--- src/rtl/trace_pkg.sv ---
/*
 * Package for the CAN error capture and live bit trace block: register
 * offsets, field positions, codes, carrier structs.
 * Assumes a 32-bit AHB-Lite register bus and one 25 MHz clock.
 */

package trace_pkg;

    // ***************************************************************
    // Register map
    // ***************************************************************
    localparam logic [7:0] FAULT_CAPTURE_IDX = 8'h78;
    localparam logic [7:0] LIVE_BIT_TRACE_IDX = 8'h7A;
    localparam logic [9:0] FAULT_CAPTURE_ADDR = {FAULT_CAPTURE_IDX, 2'b00};
    localparam logic [9:0] LIVE_BIT_TRACE_ADDR = {LIVE_BIT_TRACE_IDX, 2'b00};
    localparam logic [9:0] IRQ_STATUS_ADDR = 10'h200;
    localparam logic [9:0] IRQ_ENABLE_ADDR = 10'h204;
    localparam logic [9:0] IRQ_CLEAR_ADDR = 10'h208;
    localparam logic [15:0] FAULT_CAPTURE_RST = 16'h0000;
    localparam logic [1:0] IRQ_ENABLE_RST = 2'h0;

    // ***************************************************************
    // Field positions
    // ***************************************************************
    localparam int ERR_CODE_LSB = 13;
    localparam int SEG_LSB = 8;
    localparam int CAP_TX_BIT = 7;
    localparam int CAP_RX_BIT = 6;
    localparam int TRC_STUFF_BIT = 15;
    localparam int TRC_RXLINE_BIT = 14;
    localparam int TRC_TXLINE_BIT = 13;
    localparam int TRC_RX_BIT = 7;
    localparam int TRC_TX_BIT = 6;
    localparam int IRQ_ERR_BIT = 0;
    localparam int IRQ_BIT_BIT = 1;

    // ***************************************************************
    // Codes
    // ***************************************************************
    localparam logic [2:0] ERR_NONE = 3'h0;
    localparam logic [2:0] ERR_CRC = 3'h1;
    localparam logic [2:0] ERR_FORM = 3'h2;
    localparam logic [2:0] ERR_ACK = 3'h3;
    localparam logic [2:0] ERR_STUFF = 3'h4;
    localparam logic [2:0] ERR_BIT = 3'h5;

    localparam logic [4:0] SEG_STOPPED = 5'h00;
    localparam logic [4:0] SEG_SYNC = 5'h01;
    localparam logic [4:0] SEG_INTERFRAME = 5'h05;
    localparam logic [4:0] SEG_BUS_IDLE = 5'h06;
    localparam logic [4:0] SEG_SOF = 5'h07;
    localparam logic [4:0] SEG_ARB = 5'h08;
    localparam logic [4:0] SEG_CONTROL = 5'h09;
    localparam logic [4:0] SEG_DATA = 5'h0A;
    localparam logic [4:0] SEG_CRC = 5'h0B;
    localparam logic [4:0] SEG_ACK = 5'h0C;
    localparam logic [4:0] SEG_EOF = 5'h0D;
    localparam logic [4:0] SEG_ERR_FLAG = 5'h10;
    localparam logic [4:0] SEG_ERR_ECHO = 5'h11;
    localparam logic [4:0] SEG_ERR_DELIM = 5'h12;
    localparam logic [4:0] SEG_OVL_FLAG = 5'h18;
    localparam logic [4:0] SEG_OVL_ECHO = 5'h19;
    localparam logic [4:0] SEG_OVL_DELIM = 5'h1A;

    // ***************************************************************
    // Carriers
    // ***************************************************************
    typedef struct packed {
        logic bit_tick;
        logic [4:0] segment_code;
        logic [5:0] segment_bit_index;
        logic sending_flag;
        logic receiving_flag;
        logic padding_bit_flag;
        logic rx_line;
        logic tx_line;
    } frame_state_s;

    typedef struct packed {
        logic valid;
        logic [2:0] code;
    } bus_error_s;

    typedef enum logic {
        PH_IDLE,
        PH_DATA
    } bus_phase_e;

endpackage

--- src/rtl/can_error_and_bit_trace_capture.sv ---
/*
 * CAN error capture and live bit trace register block with AHB-Lite
 * slave and level interrupt.
 * Assumes the protocol engine supplies its frame state with a one-cycle
 * tick per nominal bit time, and an error pulse, all on CLK_IN.
 */
// Added by the designer: the AHB-Lite register port.
`timescale 1ns/100ps
`default_nettype none

module can_error_and_bit_trace_capture
    import trace_pkg::*;
(
    input wire logic CLK_IN,
    input wire logic RST_N_IN,
    input wire logic HSEL_IN,
    input wire logic [31:0] HADDR_IN,
    input wire logic [1:0] HTRANS_IN,
    input wire logic HWRITE_IN,
    input wire logic [2:0] HSIZE_IN,
    input wire logic [31:0] HWDATA_IN,
    input wire logic HREADY_IN,
    input wire frame_state_s FRAME_IN,
    input wire bus_error_s ERROR_IN,
    output var logic [31:0] HRDATA_OUT,
    output var logic HREADYOUT_OUT,
    output var logic HRESP_OUT,
    output var logic IRQ_OUT
);

    // ***************************************************************
    // Helpers
    // ***************************************************************
    // Undefined codes are forced to the stopped code so none leaks out
    function automatic logic [4:0] legal_seg(input logic [4:0] s);
        logic [4:0] r;
        r = SEG_STOPPED;
        case (s)
            SEG_STOPPED, SEG_SYNC, SEG_INTERFRAME, SEG_BUS_IDLE: r = s;
            SEG_SOF, SEG_ARB, SEG_CONTROL, SEG_DATA, SEG_CRC, SEG_ACK, SEG_EOF: r = s;
            SEG_ERR_FLAG, SEG_ERR_ECHO, SEG_ERR_DELIM, SEG_OVL_FLAG: r = s;
            SEG_OVL_ECHO, SEG_OVL_DELIM: r = s;
            default: r = SEG_STOPPED;
        endcase
        return r;
    endfunction

    function automatic logic [2:0] legal_err(input logic [2:0] e);
        return (e > ERR_BIT) ? ERR_NONE : e;
    endfunction

    // ***************************************************************
    // Capture and trace
    // ***************************************************************
    logic [15:0] capture_q, capture_d;
    logic [15:0] trace_q, trace_d;
    logic [1:0] status_q, status_d;
    logic [1:0] enable_q, enable_d;

    // Bus write strobes, decoded in the data phase
    logic wr_capture, wr_trace, wr_enable, wr_clear;
    logic [31:0] wdata;

    assign wdata = HWDATA_IN;

    always_comb begin
        capture_d = capture_q;
        if (wr_capture) begin
            capture_d = wdata[15:0];
        end
        if (ERROR_IN.valid) begin
            capture_d = '0;
            capture_d[ERR_CODE_LSB +: 3] = legal_err(ERROR_IN.code);
            capture_d[SEG_LSB +: 5] = legal_seg(FRAME_IN.segment_code);
            capture_d[CAP_TX_BIT] = FRAME_IN.sending_flag;
            capture_d[CAP_RX_BIT] = FRAME_IN.receiving_flag & ~FRAME_IN.sending_flag;
            capture_d[5:0] = FRAME_IN.segment_bit_index;
        end
    end

    always_comb begin
        trace_d = trace_q;
        if (wr_trace) begin
            trace_d = wdata[15:0];
        end
        if (FRAME_IN.bit_tick) begin
            trace_d[TRC_STUFF_BIT] = FRAME_IN.padding_bit_flag;
            trace_d[TRC_RXLINE_BIT] = FRAME_IN.rx_line;
            trace_d[TRC_TXLINE_BIT] = FRAME_IN.tx_line;
            trace_d[SEG_LSB +: 5] = legal_seg(FRAME_IN.segment_code);
            trace_d[TRC_RX_BIT] = FRAME_IN.receiving_flag & ~FRAME_IN.sending_flag;
            trace_d[TRC_TX_BIT] = FRAME_IN.sending_flag;
            trace_d[5:0] = FRAME_IN.segment_bit_index;
        end
    end

    // Sticky events: set wins over a clear in the same cycle
    always_comb begin
        status_d = status_q;
        if (wr_clear) begin
            status_d = status_q & ~wdata[1:0];
        end
        if (ERROR_IN.valid) begin
            status_d[IRQ_ERR_BIT] = 1'b1;
        end
        if (FRAME_IN.bit_tick) begin
            status_d[IRQ_BIT_BIT] = 1'b1;
        end
        enable_d = wr_enable ? wdata[1:0] : enable_q;
    end

    always_ff @(posedge CLK_IN) begin
        if (!RST_N_IN) begin
            capture_q <= FAULT_CAPTURE_RST;
            status_q <= 2'h0;
            enable_q <= IRQ_ENABLE_RST;
        end else begin
            capture_q <= capture_d;
            status_q <= status_d;
            enable_q <= enable_d;
        end
    end

    always_ff @(posedge CLK_IN) begin
        trace_q <= trace_d;
    end

    // ***************************************************************
    // AHB-Lite slave
    // ***************************************************************
    // Zero wait states: reads use the next-state value at the address
    // phase edge, so a read sees the value from a same-cycle update.
    bus_phase_e phase_q, phase_d;
    logic write_q, write_d;
    logic [9:0] addr_q, addr_d;
    logic [31:0] rdata_q, rdata_d;
    logic irq_q, irq_d;
    logic take;

    assign take = HSEL_IN & HREADY_IN & HTRANS_IN[1];

    always_comb begin
        phase_d = take ? PH_DATA : PH_IDLE;
        write_d = take & HWRITE_IN;
        addr_d = take ? HADDR_IN[9:0] : addr_q;
    end

    always_comb begin
        wr_capture = (phase_q == PH_DATA) & write_q & (addr_q == FAULT_CAPTURE_ADDR);
        wr_trace = (phase_q == PH_DATA) & write_q & (addr_q == LIVE_BIT_TRACE_ADDR);
        wr_enable = (phase_q == PH_DATA) & write_q & (addr_q == IRQ_ENABLE_ADDR);
        wr_clear = (phase_q == PH_DATA) & write_q & (addr_q == IRQ_CLEAR_ADDR);
    end

    // Read data is registered from the address phase; unmapped reads zero
    always_comb begin
        rdata_d = 32'h0000_0000;
        if (take && !HWRITE_IN) begin
            case (HADDR_IN[9:0])
                FAULT_CAPTURE_ADDR: rdata_d = {16'h0000, capture_d};
                LIVE_BIT_TRACE_ADDR: rdata_d = {16'h0000, trace_d};
                IRQ_STATUS_ADDR: rdata_d = {30'h0000_0000, status_d};
                IRQ_ENABLE_ADDR: rdata_d = {30'h0000_0000, enable_d};
                default: rdata_d = 32'h0000_0000;
            endcase
        end
        irq_d = |(status_d & enable_d);
    end

    always_ff @(posedge CLK_IN) begin
        if (!RST_N_IN) begin
            phase_q <= PH_IDLE;
            write_q <= 1'b0;
            addr_q <= 10'h000;
            rdata_q <= 32'h0000_0000;
            irq_q <= 1'b0;
        end else begin
            phase_q <= phase_d;
            write_q <= write_d;
            addr_q <= addr_d;
            rdata_q <= rdata_d;
            irq_q <= irq_d;
        end
    end

    always_ff @(posedge CLK_IN) begin
        if (!RST_N_IN) begin
            HREADYOUT_OUT <= 1'b1;
            HRESP_OUT <= 1'b0;
        end else begin
            HREADYOUT_OUT <= 1'b1;
            HRESP_OUT <= 1'b0;
        end
    end

    assign HRDATA_OUT = rdata_q;
    assign IRQ_OUT = irq_q;

endmodule

`default_nettype wire

--- config.mk ---
export PLATFORM = sky130hd
export DESIGN_NAME = can_error_and_bit_trace_capture
export DESIGN_NICKNAME = d
export VERILOG_FILES = /design/src/rtl/trace_pkg.sv /design/src/rtl/can_error_and_bit_trace_capture.sv
export SDC_FILE = /design/constraint.sdc
export NUM_CORES = 1
export LEC_CHECK = 0
export BUFFER_PORTS_ARGS = -buffer_cell sky130_fd_sc_hd__clkbuf_2
export CORE_MARGIN = 3
export CORE_UTILIZATION = 35
export DETAILED_ROUTE_END_ITERATION = 6
export MAX_ROUTING_LAYER = met4
export PLACE_DENSITY = 0.71
export REMOVE_ABC_BUFFERS = 1
export SLEW_MARGIN = 5
export SYNTH_ARGS = -nofsm -noshare
export SYNTH_HDL_FRONTEND = slang
export SYNTH_SLANG_ARGS = --single-unit
--- constraint.sdc ---
create_clock -name CLK_IN -period 3.5 [get_ports CLK_IN]
set_clock_uncertainty 0.2 [all_clocks]
set_input_delay 0.175 -clock CLK_IN [delete_from_list [all_inputs] [get_ports CLK_IN]]
set_output_delay 0.175 -clock CLK_IN [all_outputs]
set_load 0.005 [all_outputs]
# Word-level counts from Yosys, hierarchy flattened
# Cells that the tools add are included.
[op_classes] magnitude_cmp=1 eq_ne=24 muxes=12 bitwise=13 reduce_logical=6
[ops] operator="$mux 16" n=4
[ops] operator="$pmux 16 s4" n=1
[ops] operator="$eq 10x10->1 const B" n=4
[ops] operator="$eq 10x9->1 const B" n=4
[ops] operator="$eq 5x4->1 const B" n=6
[ops] operator="$eq 5x5->1 const B" n=6
[ops] operator="$reduce_or 17->1" n=1
[ops] operator="$eq 5x3->1 const B" n=3
[ops] operator="$and 1x1->1" n=9
[ops] operator="$eq 5x1->1 const B" n=1
[ops] operator="$logic_not 5->1" n=1
[ops] operator="$mux 5" n=1
[ops] operator="$and 2x2->2" n=2
[ops] operator="$mux 2" n=2
[ops] operator="$gt 3x3->1 const B" n=1
[ops] operator="$mux 1" n=3
[ops] operator="$mux 3" n=1
[ops] operator="$not 2->2" n=1
[ops] operator="$reduce_and 2->1" n=1
[ops] operator="$reduce_or 2->1" n=1
[ops] operator="$logic_and 1x1->1" n=1
[ops] operator="$logic_not 1->1" n=1
[ops] operator="$not 1->1" n=1
[word_totals] ff_bits=81 input_bits=95 out_inout_bits=35 word_cells=65

# Depth between registers and ports, before layout
[depth] depth_word=6 ltp_mapped=7 ltp_nobuf=5

# Worst setup path before layout
# OpenSTA, ideal clock, no wires.
[synth_path] kind="reg2reg" from="reg addr_q[4]" to="reg rdata_q[1] (netlist: HRDATA_OUT[1])" setup_time_ps=124 arrival_ps=1843 required_ps=3176 path_slack_ps=1332 path_stages_with_launch=6 path_buffers=0 synth_period_minus_slack_ps=2168 cell_sequence="dfxtp_1 or4_4 or4_4 mux2_4 o211ai_2 a31oi_1"
[synth_via] elab_chain_len=5 word_cells_on_any_way=16
[synth_lines] element="from (decl)" line="can_error_and_bit_trace_capture.sv:135" source="logic [9:0] addr_q, addr_d;"
[synth_lines] element="from (signal assigned)" line="can_error_and_bit_trace_capture.sv:180" source="addr_q <= addr_d;"
[synth_lines] element="$eq 10x10->1 (tied with other cells)" line="can_error_and_bit_trace_capture.sv:152" source="wr_clear = (phase_q == PH_DATA) & write_q & (addr_q == IRQ_CLEAR_ADDR);"
[synth_lines] element="$and 1x1->1 (on tied branches)" line="can_error_and_bit_trace_capture.sv:152, can_error_and_bit_trace_capture.sv:149, can_error_and_bit_trace_capture.sv:150"
[synth_lines] element="$mux 2 (tied with other cells)" line="can_error_and_bit_trace_capture.sv:100" source="if (wr_clear) begin"
[synth_lines] element="$mux 1 (tied with other cells)" line="can_error_and_bit_trace_capture.sv:106" source="if (FRAME_IN.bit_tick) begin"
[synth_lines] element="$pmux 16 s4 (*)" line="can_error_and_bit_trace_capture.sv:159" source="case (HADDR_IN[9:0])"
[synth_lines] element="to (signal assigned)" line="can_error_and_bit_trace_capture.sv:181" source="rdata_q <= rdata_d;"
[synth_lines] element="to (decl)" line="can_error_and_bit_trace_capture.sv:136" source="logic [31:0] rdata_q, rdata_d;"
# Mark *: on every way between the ends. The rest lies on a longest branch, timed or not.
# A chain may end at the register's enable or synchronous reset.

# Worst setup path in the final report
[layout_path] from="in HADDR_IN[0]" to="reg rdata_q[10] (netlist: HRDATA_OUT[10])"
[layout_via] elab_chain_len=2 word_cells_on_any_way=5
[layout_lines] element="from (decl)" line="can_error_and_bit_trace_capture.sv:17" source="input wire logic [31:0] HADDR_IN,"
[layout_lines] element="$eq 10x10->1 / $eq 10x9->1 (equally long branches)" line="can_error_and_bit_trace_capture.sv:159"
[layout_lines] element="$pmux 16 s4 (*)" line="can_error_and_bit_trace_capture.sv:159"
# Marked as above.

==> flow_metrics.tcl <==
set metrics [dict create \
    critPathMaxFanout 16 \
    synth_edf_count 0 \
    syn_inst 398 \
    clk_pin_slew_ns 0.07 \
    ant_nets 0 \
    setup_viol 0 \
    n_antenna_cell 0 \
    cts_root_buf "clkbuf_8" \
    met1_usage_pct 22.60 \
    synthFlopType "dfxtp_1" \
    utilization_pct 46.56 \
    grt_max_degree 36 \
    numClockSinks 65 \
    finalWorstSetupSlack_ns 0.7458 \
    gp_congestion 0.7927 \
    dp_hpwl_um 6080 \
    wl_um 8841 \
    drive_above_1_share_pct 22.65 \
    p_leak_nw 1.769 \
    numCtsBuffers 9 \
    synth.top_cell.area_share_pct 39.05 \
    drc 0 \
    fin_cells 616 \
    die_y_um 103.6 \
    reg2reg_depth 6 \
    use_met2_pct 26.78 \
    min_from "HWDATA_IN[8]" \
    seqCellArea_um2 1301 \
    rsz0062_at_grt "false" \
    dp_cells 572 \
    arrival_ns 2.81 \
    final_nets 580 \
    hold_viol 0 \
    dr_total_vias 3155 \
    die_w_um 103.6 \
    h-tree-depth 3 \
    postCtsSetupRepairBufs 0 \
    critical_path_class "in -> reg" \
    start_util_pct 37.12 \
    finalPower_mw 1.635 \
    port_buffers 69 \
    slew_viol_final 0 \
    slew_headroom_pct 48.73 \
    holdWs_ns 0.02290 \
    pre_cts_ws_ns 0.8976 \
    r2r-start "addr_q[4]" \
    finalInstanceArea_um2 4179 \
    r2r-end "trace_q[7]" \
    rows 34 \
    post_synth.cell_area_avg_um2 8.372 \
    ys_seq_elements 65 \
    first_pass_iters 4 \
    grt_first_pass_wirelength_um 14870 \
    status "finished, final reports clean" \
    multi_input_area_um2 1789 \
    hold_path_class "in -> reg" \
    fin_crit_sh_pct 78.69 \
    cp-end-kind "flop" \
    fp.dieArea_um2 10730 \
    pin_count 130 \
    grt_usage_pct 17.33 \
    async_flop_share_pct 0 \
    antenna_found_initial 0 \
    grt-busiest-layer "met2" \
    mostFrequentLayoutCells "clkbuf_2 (69), dfxtp_1 (65), nor2_1 (53)" \
    yosysSeqAreaShare_pct 39.05 \
    coreArea_um2 8976 \
    power-per-cell-area_nw_per_um2 391.3 \
    ir_worst_vdd_uv 181.4 \
    syn_area_um2 3332 \
    max_freq_mhz 363.1 \
    grt-ovfl-total 0 \
    layout_commonest_cell "clkbuf_2" \
    r2r_slack_ns 0.75 \
    drt_iter0_drc 208 \
    worst_skew_pair.late_latency_ns 0.34 \
    dpl-instance-area_um2 3704 \
    finalSetupTns_ns 0 \
    netlist_top_cells_area "dfxtp_1 (39%), nor2_1 (6.0%), a21oi_1 (5.6%), buf_4 (4.1%), nand2_1 (3.8%)" \
    filler_cell_count 903 \
    ys_warn_count 0 \
    grt_pass1_vias 3026 \
    fin_crit_ns 2.754 \
    maxCapViolCount 0 \
    syn2layout_area_growth_pct 25.42 \
    yosys.area.top_type "dfxtp_1" \
    cts_buffer_depth 2 \
    tritoncts "built" \
    crit_path_start "HADDR_IN[0]" \
    worst_pin_slew_ns 0.7691 \
    wire_per_inst_um 14.35 \
    synth.distinct_cells 50 \
    critPathRequiredTime_ns 3.56 \
    start_kind "input pin" \
    via_per_inst 5.122 \
    critical_path.endpoint "HRDATA_OUT[10]" \
    met3_usage_pct 4.104 \
]
==> synthesized netlist by cell type, types with 10 or more instances <==
cell type / n
o21ai_1: 15
and3_1: 10
o211ai_1: 12
nand2_1: 34
dfxtp_1: 65
nand2b_1: 14
a21oi_1: 37
buf_4: 18
inv_1: 12
nor2_1: 53
clkbuf_1: 19
==> per-layer routing <==
layer,wire (µm),part of all wire (%),vias up
met2,4101,46,116
li1,-,-,1557
met1,4054,46,1476
met3,617,7.0,6
met5,0,0,-
met4,67,0.76,0
==> area by class of cell <==
| class | instances | area share [%] |
|---|---|---|
| Sequential cell | 65 | 31.14 |
| Timing Repair Buffer | 103 | 16.35 |
| Clock inverter | 6 | 1.377 |
| Inverter | 14 | 1.257 |
| Clock buffer | 10 | 3.293 |
| Tap cell | 126 | 3.772 |
| Multi-Input combinational cell | 292 | 42.81 |
==> worst min path at each step <==
stage	cells past startpoint	end
final	3	capture_q[8]
after global routing	3	capture_q[8]
after CTS	3	capture_q[8]
after detailed placement	3	trace_q[13]
after global placement	3	trace_q[15]
after floorplan	1	trace_q[12]
==> critical path: stages <==
cell and delay [ns]:
dlygate4sd3_1 0.54, clkbuf_2 0.11, or3_1 0.44, or4_1 0.90
or3_1 0.45, a21oi_1 0.18
==> state kept, by name, summed over array words and instances (netlist names) <==
register	count
IRQ_OUT	1
write_q	1
trace_q	16
enable_q	2
addr_q	10
capture_q	16
status_q	2
HRDATA_OUT	16
phase_q	1
==> kinds of logic (layout without fill, tap and decap cells) <==
family          count (synthesis)  in the layout  synth area share, %
simple gates                  147            147                23.02
compound gates                104            104                20.80
mux                            22             22                7.585
xor+xnor                        1              1               0.2629
other cells                     2             18               0.2254
buf+inv                        57            133                9.050
flops                          65             65                39.05
==> timing repair <==
action / 4_1_cts / 5_1_grt
endpoints found under the setup margin: 0 / 0
hold endpoints to repair: 28 / 0
hold buffers: 28 / 0
resized for setup: 0 / 0
==> report_power, final <==
group	internal (mW)	switching (mW)
clock	0.343	0.292
combinational	0.0995	0.115
sequential	0.775	0.0112
total	1.22	0.418
Note: power is estimated with default switching activity, not from simulation.
